## src/core/iarr_pkg.sv

```systemverilog
package iarr_pkg;
  // ****************************************
  // register map
  // ****************************************
  localparam logic [7:0] OFS_PHYS_5 = 8'h62;  // remote_phys_addr_slot5
  localparam logic [7:0] OFS_PHYS_6 = 8'h63;  // remote_phys_addr_slot6
  localparam logic [7:0] OFS_PHYS_7 = 8'h64;  // remote_phys_addr_slot7
  localparam logic [7:0] OFS_ALIAS_0 = 8'h65;  // remote_alias_slot0
  localparam logic [7:0] OFS_PORT_SEL = 8'h4c;  // port select, outside this block
  // ****************************************
  // fields and reset values
  // ****************************************
  localparam int ADDR_MSB = 7;  // 7-bit address field high bit
  localparam int ADDR_LSB = 1;  // 7-bit address field low bit
  localparam int AUTO_ACK_BIT = 0;  // auto-ack flag in alias slot
  localparam logic [7:0] SLOT_RESET = 8'h00;  // every slot resets to zero
  localparam logic [6:0] ALIAS_OFF = 7'h00;  // alias of zero disables slot
  localparam int NUM_PHYS = 3;  // physical slots 5..7 held here
  localparam int PHYS_BASE = 5;  // first physical slot index
endpackage

```

## src/core/iarr_slot_mem.sv

```systemverilog
`timescale 1ns/1ps
`default_nettype none
// per-port copy of slot registers; read data come out of a register
module iarr_slot_mem #(
  parameter int PORTS = 2,
  parameter int PW = 1
) (
  input wire logic clk,
  input wire logic sys_rst,
  input wire logic wr_en,
  input wire logic [PW-1:0] wr_port,
  input wire logic [1:0] wr_idx,
  input wire logic [7:0] wr_data,
  input wire logic [PW-1:0] rd_port,
  input wire logic [1:0] rd_idx,
  output logic [7:0] rd_data_q
);
  // ****************************************
  // storage: four slots per port
  // ****************************************
  logic [7:0] mem_q [PORTS][4];  // slot words

  // writes and registered read
  always_ff @(posedge clk or posedge sys_rst) begin
    if (sys_rst) begin
      for (int p = 0; p < PORTS; p++) begin
        for (int s = 0; s < 4; s++) begin
          mem_q[p][s] <= iarr_pkg::SLOT_RESET;
        end
      end
      rd_data_q <= iarr_pkg::SLOT_RESET;
    end else begin
      if (wr_en) begin
        mem_q[wr_port][wr_idx] <= wr_data;
      end
      rd_data_q <= mem_q[rd_port][rd_idx];
    end
  end
endmodule // iarr_slot_mem
`default_nettype wire

```

## src/core/iarr_remap.sv

```systemverilog
`timescale 1ns/1ps
`default_nettype none
// Function
// - physical slot holds 7-bit address, bit0 zero
// - matching alias replaced by physical address
// - remapped transaction forwarded to remote serializer
// - alias slot holds 7-bit alias for decoding
// - zero alias disables the slot
// - auto-ack bit acknowledges each matched write locally
// - slots per receive port, chosen by port select
// - slots decoded at 0x62..0x65
module iarr_remap #(
  parameter int PORTS = 2,
  parameter int PW = 1
) (
  input wire logic clk,
  input wire logic sys_rst,
  // register port of the device
  input wire logic reg_wr,
  input wire logic reg_rd,
  input wire logic [7:0] reg_addr,
  input wire logic [7:0] reg_wdata,
  input wire logic [PW-1:0] port_sel,
  output logic [7:0] reg_rdata_q,
  output logic reg_hit_q,
  // incoming local transaction address phase
  input wire logic txn_valid,
  input wire logic [PW-1:0] txn_port,
  input wire logic [6:0] txn_addr,
  input wire logic txn_write,
  // forward request toward control channel
  output logic fwd_valid_q,
  output logic [PW-1:0] fwd_port_q,
  output logic [6:0] fwd_addr_q,
  output logic fwd_write_q,
  output logic local_ack_q,
  output logic txn_miss_q
);
  // ****************************************
  // register decode
  // ****************************************
  // decoded slot index: 0..2 physical 5..7, 3 alias 0
  function automatic logic [2:0] slot_dec(input logic [7:0] a);
    unique case (a)
      iarr_pkg::OFS_PHYS_5: slot_dec = 3'h4;
      iarr_pkg::OFS_PHYS_6: slot_dec = 3'h5;
      iarr_pkg::OFS_PHYS_7: slot_dec = 3'h6;
      iarr_pkg::OFS_ALIAS_0: slot_dec = 3'h7;
      default: slot_dec = 3'h0;
    endcase
  endfunction

  wire logic [2:0] dec_w = slot_dec(reg_addr);  // bit2 marks a hit
  wire logic hit_w = dec_w[2];
  wire logic is_alias_w = (dec_w[1:0] == 2'h3);
  // reserved bit0 of physical slots is forced to zero on write
  wire logic [7:0] wdata_w = is_alias_w ? reg_wdata : {reg_wdata[7:1], 1'b0};
  wire logic mem_wr_w = reg_wr && hit_w;
  wire logic [7:0] mem_rd_w;
  logic rd_pend_q;  // read data arrive one cycle later

  iarr_slot_mem #(.PORTS(PORTS), .PW(PW)) u_mem (
    .clk(clk),
    .sys_rst(sys_rst),
    .wr_en(mem_wr_w),
    .wr_port(port_sel),
    .wr_idx(dec_w[1:0]),
    .wr_data(wdata_w),
    .rd_port(port_sel),
    .rd_idx(dec_w[1:0]),
    .rd_data_q(mem_rd_w)
  );

  // ****************************************
  // alias and physical shadow per port
  // ****************************************
  // shadow copies let the matcher run without a memory read port
  logic [7:0] alias_q [PORTS];
  logic [6:0] phys_q [PORTS];  // physical slot 5, the one alias 0 maps to

  // shadow writes land on the same edge as the memory write, so a match never sees stale slots
  always_ff @(posedge clk or posedge sys_rst) begin
    if (sys_rst) begin
      for (int p = 0; p < PORTS; p++) begin
        alias_q[p] <= iarr_pkg::SLOT_RESET;
        phys_q[p] <= 7'h00;
      end
    end else if (mem_wr_w && is_alias_w) begin
      alias_q[port_sel] <= reg_wdata;
    end else if (mem_wr_w && dec_w[1:0] == 2'h0) begin
      phys_q[port_sel] <= reg_wdata[iarr_pkg::ADDR_MSB:iarr_pkg::ADDR_LSB];
    end
  end

  // ****************************************
  // register read answer
  // ****************************************
  // two stages: memory register, then output flop; costs a cycle, keeps outputs flop-driven
  always_ff @(posedge clk or posedge sys_rst) begin
    if (sys_rst) begin
      rd_pend_q <= 1'b0;
      reg_hit_q <= 1'b0;
      reg_rdata_q <= 8'h00;
    end else begin
      rd_pend_q <= reg_rd && hit_w;
      reg_hit_q <= rd_pend_q;
      // unmapped addresses read zero
      reg_rdata_q <= rd_pend_q ? mem_rd_w : 8'h00;
    end
  end

  // ****************************************
  // alias match and remap
  // ****************************************
  wire logic [7:0] cur_alias_w = alias_q[txn_port];
  wire logic [6:0] cur_alias_addr_w = cur_alias_w[iarr_pkg::ADDR_MSB:iarr_pkg::ADDR_LSB];
  wire logic slot_on_w = (cur_alias_addr_w != iarr_pkg::ALIAS_OFF);
  wire logic match_w = txn_valid && slot_on_w && (txn_addr == cur_alias_addr_w);
  wire logic auto_w = cur_alias_w[iarr_pkg::AUTO_ACK_BIT];

  // forwarding stage: one cycle from request to forward pulse
  always_ff @(posedge clk or posedge sys_rst) begin
    if (sys_rst) begin
      fwd_valid_q <= 1'b0;
      fwd_port_q <= '0;
      fwd_addr_q <= 7'h00;
      fwd_write_q <= 1'b0;
      local_ack_q <= 1'b0;
      txn_miss_q <= 1'b0;
    end else begin
      fwd_valid_q <= match_w;
      fwd_port_q <= txn_port;
      fwd_addr_q <= match_w ? phys_q[txn_port] : 7'h00;
      fwd_write_q <= txn_write;
      // ack locally without waiting for link lock or remote ack
      local_ack_q <= match_w && txn_write && auto_w;
      txn_miss_q <= txn_valid && !match_w;
    end
  end

  // ****************************************
  // checks
  // ****************************************
  property p_fwd_remap;
    @(posedge clk) disable iff (sys_rst)
    match_w |=> fwd_valid_q && fwd_addr_q == $past(phys_q[txn_port]);
  endproperty
  a_fwd_remap: assert property (p_fwd_remap) else $error("remap wrong");

  property p_fwd_only_match;
    @(posedge clk) disable iff (sys_rst)
    fwd_valid_q |-> $past(txn_valid) && $past(txn_addr) != 7'h00;
  endproperty
  a_fwd_only_match: assert property (p_fwd_only_match) else $error("spurious forward");

  property p_zero_off;
    @(posedge clk) disable iff (sys_rst)
    (txn_valid && cur_alias_addr_w == 7'h00) |=> !fwd_valid_q && txn_miss_q;
  endproperty
  a_zero_off: assert property (p_zero_off) else $error("disabled slot forwarded");

  property p_auto_ack;
    @(posedge clk) disable iff (sys_rst)
    (match_w && txn_write && auto_w) |=> local_ack_q && fwd_valid_q;
  endproperty
  a_auto_ack: assert property (p_auto_ack) else $error("auto ack missing");

  property p_no_ack_off;
    @(posedge clk) disable iff (sys_rst)
    local_ack_q |-> $past(auto_w) && $past(txn_write);
  endproperty
  a_no_ack_off: assert property (p_no_ack_off) else $error("ack without enable");

  property p_phys_bit0;
    @(posedge clk) disable iff (sys_rst)
    (reg_rd && hit_w && !is_alias_w) |=> ##1 reg_hit_q && reg_rdata_q[0] == 1'b0;
  endproperty
  a_phys_bit0: assert property (p_phys_bit0) else $error("reserved bit set");

  property p_read_back;
    @(posedge clk) disable iff (sys_rst)
    (reg_wr && reg_addr == iarr_pkg::OFS_ALIAS_0) ##1 (reg_rd && !reg_wr
      && reg_addr == iarr_pkg::OFS_ALIAS_0 && port_sel == $past(port_sel))
      |=> ##1 reg_rdata_q == $past(reg_wdata, 3);
  endproperty
  a_read_back: assert property (p_read_back) else $error("alias readback wrong");

  property p_read_latency;
    @(posedge clk) disable iff (sys_rst)
    (reg_rd && hit_w) |-> ##2 reg_hit_q;
  endproperty
  a_read_latency: assert property (p_read_latency) else $error("read answer late");

  // a miss pulse answers only a presented request that found no alias
  property p_miss_src;
    @(posedge clk) disable iff (sys_rst)
    txn_miss_q |-> $past(txn_valid) && !$past(match_w);
  endproperty
  a_miss_src: assert property (p_miss_src) else $error("spurious miss");

  // an idle cycle leaves the forward, miss and ack pulses low
  property p_idle_quiet;
    @(posedge clk) disable iff (sys_rst)
    !txn_valid |=> !fwd_valid_q && !txn_miss_q && !local_ack_q;
  endproperty
  a_idle_quiet: assert property (p_idle_quiet) else $error("answer without request");

  // auto-ack off: a matched request is forwarded but never acked locally
  property p_auto_off;
    @(posedge clk) disable iff (sys_rst)
    (match_w && !auto_w) |=> !local_ack_q && fwd_valid_q;
  endproperty
  a_auto_off: assert property (p_auto_off) else $error("ack while auto-ack off");

  // reads outside the decoded window give no answer pulse
  property p_unmapped_quiet;
    @(posedge clk) disable iff (sys_rst)
    (reg_rd && !hit_w) |-> ##2 !reg_hit_q;
  endproperty
  a_unmapped_quiet: assert property (p_unmapped_quiet) else $error("stray hit");
endmodule // iarr_remap
`default_nettype wire

```

## config.mk

```make
export PLATFORM = sky130hd
export DESIGN_NAME = iarr_remap
export DESIGN_NICKNAME = d
export VERILOG_FILES = /design/src/core/iarr_pkg.sv /design/src/core/iarr_slot_mem.sv /design/src/core/iarr_remap.sv
export SDC_FILE = /design/constraint.sdc
export NUM_CORES = 1
export LEC_CHECK = 0
export ABC_AREA = 1
export CORE_MARGIN = 2
export CORE_UTILIZATION = 63
export CTS_CLUSTER_SIZE = 25
export DETAILED_ROUTE_END_ITERATION = 10
export DONT_BUFFER_PORTS = 1
export HOLD_SLACK_MARGIN = 0.1
export PLACE_DENSITY = 0.91
export SLEW_MARGIN = 25
export SYNTH_ARGS = -nofsm -noshare
export SYNTH_HDL_FRONTEND = slang
export SYNTH_SLANG_ARGS = --single-unit
```

## constraint.sdc

```tcl
create_clock -name clk -period 5.7 [get_ports clk]
set_clock_uncertainty 0.05 [all_clocks]
set_input_delay 1.14 -clock clk [delete_from_list [all_inputs] [get_ports clk]]
set_output_delay 1.14 -clock clk [all_outputs]
set_load 0.05 [all_outputs]
```

Word-level counts from Yosys, hierarchy flattened
Cells that the tools add are included.

Reductions and logical operators: 15. Bitwise logic cells: 4. Equality and inequality tests: 6. Order comparisons: 5. Mux-type cells: 27.

Operators by type and width (count): $mux W32 (4); $bwmux W64 (1); $mux W8 (8); $mux W7 (5); $demux W32 S1 (1); $eq A8 B7 Y1 const B (4); $bmux W8 S2 (1); $bwmux W16 (1); $demux W8 S2 (1); $bwmux W14 (1); $pmux W3 S4 (1); $logic_and A1 B1 Y1 (11); $demux W8 S1 (1); $demux W7 S1 (1); $eq A7 B7 Y1 (1); $reduce_bool A7 Y1 (1); $ge A2 B2 Y1 const B (2); $not A1 Y2 (2); $ge A3 B3 Y1 const B (1); $lt A3 B1 Y1 const B (1); $not A2 Y3 (1); $eq A2 B2 Y1 const B (1); $logic_not A2 Y1 (1); $lt A2 B1 Y1 const B (1); 4 further kinds (4).

Output and inout bits: 21. Logic and storage cells: 79. Bits in registers: 124. Input port bits: 31.

Longest topological paths before layout
Gate-level depths: netlist of the first run.

Word-level depth: 10. Mapped depth: 10. Depth with buffers taken out: 9.

By module
Synthesis of the first run repeated with hierarchy kept, for this count alone.

Cell total of the unflattened synthesis: 738. Area total of the unflattened synthesis: 5974.5 um^2.

By module, submodules not included: iarr_slot_mem (cells an instance 448, instances 1, sequential area each 1801.7 um^2, area each 3393.3 um^2); iarr_remap (cells an instance 290, instances 1, sequential area each 1301.2 um^2, area each 2581.2 um^2).

Worst setup path before layout of the first run
No wires, ideal clock.

Path kind: input port to flip-flop. Start: input reg_addr[4]. End: register alias_q[1] (netlist name). Required time: 5.532 ns. Setup time: 0.118 ns. Arrival time: 2.141 ns. Buffers on the path: 1. Path slack: 3.391 ns. Stages on the path: 9. Cells stage by stage: nor2_1 > nand3_1 > inv_2 > nand3_4 > nor2_4 > nand2_2 > buf_2 > nand2_1 > nand2_1.

Cells in the longest elaborated chain, start to end: 4. Elaborated cells on any way between the ends: 8. Those cells by class: 5 x eq/ne; 1 x mux; 2 x reduce/logical.

Ends and longest elaborated chain: start: declaration (line iarr_remap.sv:21) `input wire logic [7:0] reg_addr,`; $eq A8 B7 Y1 (line iarr_remap.sv:44) `unique case (a)`; $pmux W3 S4 (*) (line iarr_remap.sv:44); $eq A2 B2 Y1 / $logic_and A1 B1 Y1 (equally long branches) (line iarr_remap.sv:55, iarr_remap.sv:58); $logic_and A1 B1 Y1 (*) (line iarr_remap.sv:88) `end else if (mem_wr_w && is_alias_w) begin`; end signal: indexed assignment (line iarr_remap.sv:85) `alias_q[p] <= iarr_pkg::SLOT_RESET;`; end signal: indexed assignment (line iarr_remap.sv:89) `alias_q[port_sel] <= reg_wdata;`; end: declaration (line iarr_remap.sv:78) `logic [7:0] alias_q [PORTS];`.

Every way passes the cells marked *; elsewhere a longest branch is shown, timed or not. A chain may end at the register's enable or synchronous reset.

Final worst setup path of the first run
Start: input reg_addr[4]. End: register phys_q[9] (netlist name).

Cells in the longest elaborated chain, start to end: 6. Elaborated cells on any way between the ends: 12. Those cells by class: 5 x eq/ne; 1 x mux; 1 x bitwise; 5 x reduce/logical.

Ends and longest elaborated chain: $eq A8 B7 Y1 (line iarr_remap.sv:44); $pmux W3 S4 (*) (line iarr_remap.sv:44); $eq A2 B2 Y1 / $logic_and A1 B1 Y1 (equally long branches) (line iarr_remap.sv:55, iarr_remap.sv:58); $logic_and A1 B1 Y1 (line iarr_remap.sv:88); $not A1 Y1 (no line); $reduce_and A2 Y1 (no line) (*); end signal: indexed assignment (line iarr_remap.sv:91) `phys_q[port_sel] <= reg_wdata[iarr_pkg::ADDR_MSB:iarr_pkg::ADDR_LSB];`; end: declaration (line iarr_remap.sv:79) `logic [6:0] phys_q [PORTS];`.

Marks and branches as above.

==> impl_metrics.csv, run 1 <==
group,metric,value,unit
drt,first_iter_violations,410,
floorplan,die_area,0.00954,mm²
yosys,ys.flop_type,"dfrtp_1",
setup_path,worstSetupStartpointType,"primary input",
yosys,synthCells,688,
floorplan,die_w,97.7,µm
clock_tree,root_buffer,"clkbuf_8",
yosys,ys_async_sr_fraction,100,%
drt,ant_nets,0,
setup_path,critPathSlowestCell,"nor2_4",
setup_path,end_kind,"flop",
setup_path,critical_path_required,6070,ps
outcome,status,"finished clean",
power_and_ir_drop,power_leakage,0.00339,µW
floorplan,row_count,34,
clock_tree,cts_tree,"done",
final_layout,drive_above_1_share,7.96,%
floorplan,start_util,64.3,%
timing,relSlewSlack,29.1,%
setup_path,critPathArrivalTime,2960,ps
final_layout,antenna-diode-count,0,
global_routing,grt-ovfl-total,0,
clock_tree,cts_hold_buf,0,
yosys,synth_edf_count,0,
timing,hold_viol,0,
setup_path,crit_type,"primary input to flop",
timing,maxSlewViolCount,0,
global_routing,grt_pass1_vias,4683,
drt,wl_per_cell,17.0,µm
final_layout,final_util,71.3,%
timing,tightest_slew,1060,ps
timing,fin_ws,3110,ps
place,io_buffer_count,0,
floorplan,io_pins,52,
final_layout,n_fill_cell,610,
yosys,synth_area,0.00553,mm²
yosys,syn_nets,719,
power_and_ir_drop,p_per_area,342,mW/mm²
global_routing,antenna_found_initial,0,
hold_path,hold_path_class,"flop to flop",
yosys,synth_area_leaders,"dfrtp_1, nand2_1, nand3_1",
drt,vias_per_cell,5.86,
yosys,ys_types,26,
timing,rsz0062_at_grt,"no",
timing,fmax,386,MHz
drt,dr.pass1.iters,5,
job,max-cap-violations,0,
place,hpwl,8540,µm
yosys,ys_ff_latch,124,
clock_tree,h-tree-depth,4,
timing,fin_crit,2590,ps
setup_path,cpPeakStageDelay,440,ps
floorplan,core_area,0.00859,mm²
clock_tree,ctsResizeCount,0,
drt,drc_errors,0,
setup_path,crit_chain,"nor2_1 > nand3_1 > inv_2 > nand2_2 > nand2_1 > nor2_4 > nand2_1 > nand2_1 > nand2_1",
yosys,synth.avg_cell_area,8.03,µm²
timing,hold-worst-slack,379,ps
yosys,synthTopCellsByCount,"nand2_1, dfrtp_1, nand3_1",
floorplan,die_h,97.7,µm
yosys,post-synth-top-count-cell,"nand2_1",
place,gp_congestion,0.891,
clock_tree,postCtsSetupBuffers,0,
timing,finalCritPeriodShare,45.4,%
clock_tree,clk_pin_slew_worst_paths,60,ps
clock_tree,cts_sinks,124,
power_and_ir_drop,ir_drop,192,µV
drt,finalWirelength,13600,µm
final_layout,finalNetCount,709,
final_layout,syn_to_final_growth,10.9,%
setup_path,critical_path.most_common_cell,"nand2_1",
yosys,yosys.area.top_type,"dfrtp_1",
global_routing,grt_max_degree,87,
timing,tns,0,ps
setup_path,crit_fanout,26,
global_routing,grt_pass1_wl,22500,µm
drt,vias,4683,
clock_tree,cts_buffer_depth,2,
place,dp_slack,2680,ps
clock_tree,clk-insertion-delay-late,540,ps
yosys,synth_warnings,0,
yosys,yosysTopAreaCellShare,56.2,%
clock_tree,cts_buffers,17,
yosys,ys_seq_area_share,56.2,%
global_routing,grtUsageTotal,30.2,%
timing,setup_viol,0,
## cell usage in the layout (no fill, tap or decap), types with 2 or more instances in the layout
cell        instances
nor2_1             22
nor2_4              4
nor3_2              3
o21ai_0             5
nand2_1           359
a21oi_1            18
nor2_2              2
nand3_1            50
nand2_2             5
inv_2               4
nand3b_1            4
mux2i_1             7
clkbuf_16          16
dfrtp_1           124
nor3_1              9
bufinv_16           3
clkinvlp_4          3
inv_6               7
inv_1              33
## worst max-delay path, delay by kind of cell
kind,cells,cell delay [ps]
simple gates,8,1720
buf+inv,1,90
## final timing paths
check | start | endpoint | slack [ps] | cells after the start
worst max-delay path | reg_addr[4] | phys_q[9] | 3110 | 9
worst min-delay path | u_mem.rd_data_q[4] | reg_rdata_q[4] | 380 | 2
worst min register to register | u_mem.rd_data_q[4] | reg_rdata_q[4] | 380 | 2
worst max register to register | alias_q[10] | txn_miss_q | 4260 | 8
min in group asynchronous | sys_rst | alias_q[12] | 540 | 1
max in group asynchronous | sys_rst | u_mem.mem_q[52] | 4070 | 2
## cell families (layout without fill, tap and decap cells)
group	Yosys count	count (layout)	synth area share, %
AND/OR/NAND/NOR	462	462	34.8
flip-flops	124	124	56.2
buffers and inverters	69	72	5.23
AO/OA/AOI/OAI	26	26	2.51
multiplexers	7	7	1.27
## report_power, final
part | switching, µW | internal [µW] | total [µW] | leakage [µW]
Combinational | 52.5 | 22.2 | 74.7 | 0.00141
Clock | 422 | 676 | 1100 | 0.000286
Sequential | 20.0 | 905 | 924 | 0.00170
Total | 495 | 1600 | 2100 | 0.00339
## state kept, by name, indices dropped and copies added, names as in the netlist
register and count:
fwd_valid_q 1, reg_rdata_q 8, phys_q 14, u_mem.rd_data_q 8
fwd_addr_q 7, u_mem.mem_q 64, reg_hit_q 1, fwd_port_q 1
alias_q 16, fwd_write_q 1, txn_miss_q 1, local_ack_q 1
rd_pend_q 1
## through the flow
step / cells / power (µW) / area [µm²]
finish: 799 / 2100 / 6130
global route: 799 / 2160 / 6130
CTS: 799 / 2100 / 6130
detailed placement: 767 / 1010 / 5530
global placement: 767 / 1010 / 5530
floorplan: 688 / 1000 / 5530
## final cells by class
cell class / instances / area [µm²] / area share, %
Clock buffer: 18 / 418 / 6.82
Clock inverter: 14 / 181 / 2.96
Inverter: 39 / 151 / 2.47
Multi-Input combinational cell: 495 / 2130 / 34.8
Sequential cell: 124 / 3100 / 50.6
Tap cell: 108 / 135 / 2.20
Timing Repair Buffer: 1 / 7.51 / 0.122
## metal layers
metal | part of all wire, % | GRT usage [%] | wire length (µm)
met5 | 0 | 0 | 0
met4 | 3.9 | 15.2 | 534
met3 | 8.9 | 8.35 | 1210
met2 | 49 | 49.1 | 6650
met1 | 38 | 37.2 | 5210
Note: power is estimated with default switching activity, not from simulation.
==> run 2: changes to the inputs <==
Settings changed: CORE_UTILIZATION 63 to 57, PLACE_DENSITY 0.91 to 0.87.
Clock period 5.7 ns to 2.3 ns, I/O delays scaled along.
==> impl_metrics.csv, run 2 (synthesized netlist as in run 1, its figures left out) <==
group,metric,value,unit
outcome,status,"finished clean",
final_layout,largest_reg_flops,64,
final_layout,largest_registers,"u_mem.mem_q: 64 flops, alias_q: 16 flops, phys_q: 14 flops",
global_routing,grt_max_degree,64,
power_and_ir_drop,power_leakage,0.00346,µW
drt,dr.pass1.iters,8,
hold_path,hp-start,"txn_write",
hold_path,hold_depth,3,
clock_tree,clk_pin_slew_worst_paths,60,ps
timing,hold_viol,0,
setup_path,regToRegEndpoint,"fwd_addr_q[4]",
clock_tree,cts_buffer_depth,2,
timing,fin_crit,2130,ps
power_and_ir_drop,p_int,3850,µW
setup_path,r2r_setup_slack,860,ps
place,gp_congestion,0.894,
final_layout,largest_register,"u_mem.mem_q",
global_routing,antenna_found_initial,0,
power_and_ir_drop,p_seq_share,45.0,%
clock_tree,cts_buffers,17,
power_and_ir_drop,p_sw,1220,µW
drt,first_iter_violations,427,
setup_path,crit_chain,"dlygate4sd3_1 > nor3_2 > nand2_1 > dlygate4sd3_1 > nand2_1",
floorplan,row_count,35,
global_routing,grt_util_met2,44.0,%
hold_path,hold_path_class,"primary input to flop",
setup_path,critical_path_required,2720,ps
place,io_buffer_count,0,
hold_path,hold_end,"local_ack_q",
job,max-cap-violations,0,
floorplan,io_pins,52,
final_layout,antenna-diode-count,0,
final_layout,syn_to_final_growth,14.6,%
clock_tree,ctsResizeCount,0,
power_and_ir_drop,ir_drop,486,µV
floorplan,core_area,0.00933,mm²
drt,ant_nets,0,
setup_path,crit_family,"buffers and inverters",
power_and_ir_drop,power,5080,µW
setup_path,reg2reg_from,"alias_q[13]",
final_layout,final_cell_mix,"nand2_1, dfrtp_1, nand3_1",
global_routing,grt_pass1_wl,22300,µm
place,place_area,0.00562,mm²
setup_path,worstSetupStartpointType,"primary input",
drt,vias,4681,
drt,vias_per_cell,5.57,
final_layout,final_util,67.9,%
floorplan,start_util,59.2,%
drt,wl_per_cell,16.2,µm
floorplan,die_area,0.0105,mm²
setup_path,crit_fanout,38,
setup_path,critPathSlowestCell,"dlygate4sd3_1",
power_and_ir_drop,clockPowerShare,50.3,%
clock_tree,clk-insertion-delay-late,530,ps
timing,rsz0062_at_grt,"no",
timing,relSlewSlack,55.9,%
final_layout,final_area,0.00633,mm²
global_routing,grt_busiest_layer,"met2",
final_layout,regArea,0.00310,mm²
setup_path,critPathArrivalTime,2550,ps
power_and_ir_drop,p_per_area,802,mW/mm²
clock_tree,cts_tree,"done",
power_and_ir_drop,p_sw_share,24.1,%
drt,finalWirelength,13600,µm
global_routing,grt_pass1_vias,4519,
setup_path,crit_type,"primary input to flop",
clock_tree,root_buffer,"clkbuf_8",
setup_path,r2r_cells,7,
timing,tns,0,ps
final_layout,finalNetCount,729,
setup_path,crit_buf_inv,2,
drt,drc_errors,0,
setup_path,end_kind,"flop",
place,hpwl,8420,µm
floorplan,die_h,102,µm
floorplan,die_w,102,µm
timing,fmax,469,MHz
timing,setup_viol,0,
final_layout,layout.cells.most_common,"nand2_1",
timing,finalCritPeriodShare,92.7,%
global_routing,grtUsageMet1,38.5,%
final_layout,multi_input_area,0.00213,mm²
clock_tree,cts_sinks,124,
final_layout,n_fill_cell,684,
timing,maxSlewViolCount,0,
timing,tightest_slew,660,ps
final_layout,drive_above_1_share,8.58,%
global_routing,grtUsageTotal,28.3,%
power_and_ir_drop,pwr-share-comb,4.7,%
setup_path,cpPeakStageDelay,790,ps
clock_tree,h-tree-depth,4,
global_routing,grt-ovfl-total,0,
global_routing,grt_util_met3,6.57,%
run 2: cell types whose count changed in the layout (fill, tap and decap cells not counted):
cell,previous run,this run
clkbuf_1,1,0
dlygate4sd3_1,0,15
clkinv_4,0,3
inv_6,7,1
buf_4,1,4
clkinv_2,1,5
clkinvlp_4,3,5
buf_12,0,2
bufinv_16,3,2
inv_8,1,0
run 2: final cells by class:
type / count / share of cell area (%)
Multi-Input combinational cell: 495 / 33.7
Timing Repair Buffer: 21 / 3.48
Clock inverter: 15 / 2.37
Tap cell: 129 / 2.55
Inverter: 39 / 2.37
Clock buffer: 17 / 6.54
Sequential cell: 124 / 49.0
run 2: worst reg2reg max path: stages, from the launching register on:
cell and delay, ps:
dfrtp_1 390, inv_1 60, nand2_1 80, nand3b_1 120, o21ai_0 80, nor2_1 90, nand2_1 200, nor3_1 260
run 2: metal layers:
layer,vias up,wire length (µm)
met1,2228,5650
met5,-,0
met3,36,1220
met4,0,399
li1,2152,-
met2,265,6360
run 2: through the flow:
stage / setup WS (ps) / hold WS [ps] / std cells
after global routing: 52.1 / 111 / 840
after CTS: 223 / 108 / 840
final: 168 / 113 / 840
after detailed placement: 264 / 272 / 793
after floorplan: 265 / 302 / 688
after global placement: 381 / 271 / 793
run 2: what timing repair did:
| item | 4_1_cts | 5_1_grt |
|---|---|---|
| buffers inserted | 0 | 0 |
| endpoints found under the hold margin | 182 | 0 |
| setup endpoints to repair | 0 | 0 |
| hold buffers | 15 | 0 |
run 2: worst max-delay path by stage:
stage,from,end,slack [ps],cells past startpoint
after global routing,port_sel,u_mem.mem_q[55],50,5
final,port_sel,u_mem.mem_q[55],170,5
after detailed placement,reg_addr[4],phys_q[13],260,8
after CTS,port_sel,u_mem.mem_q[55],220,5
after floorplan,sys_rst,alias_q[0],260,1
after global placement,reg_addr[4],phys_q[10],380,8
run 2: power groups by stage:
| stage | logic, µW | clock network, µW | registers (µW) |
|---|---|---|---|
| global route | 273 | 2660 | 2290 |
| global placement | 182 | 0 | 2320 |
| floorplan | 179 | 0 | 2310 |
| detailed placement | 191 | 0 | 2320 |
| finish | 241 | 2550 | 2280 |
| CTS | 241 | 2550 | 2280 |
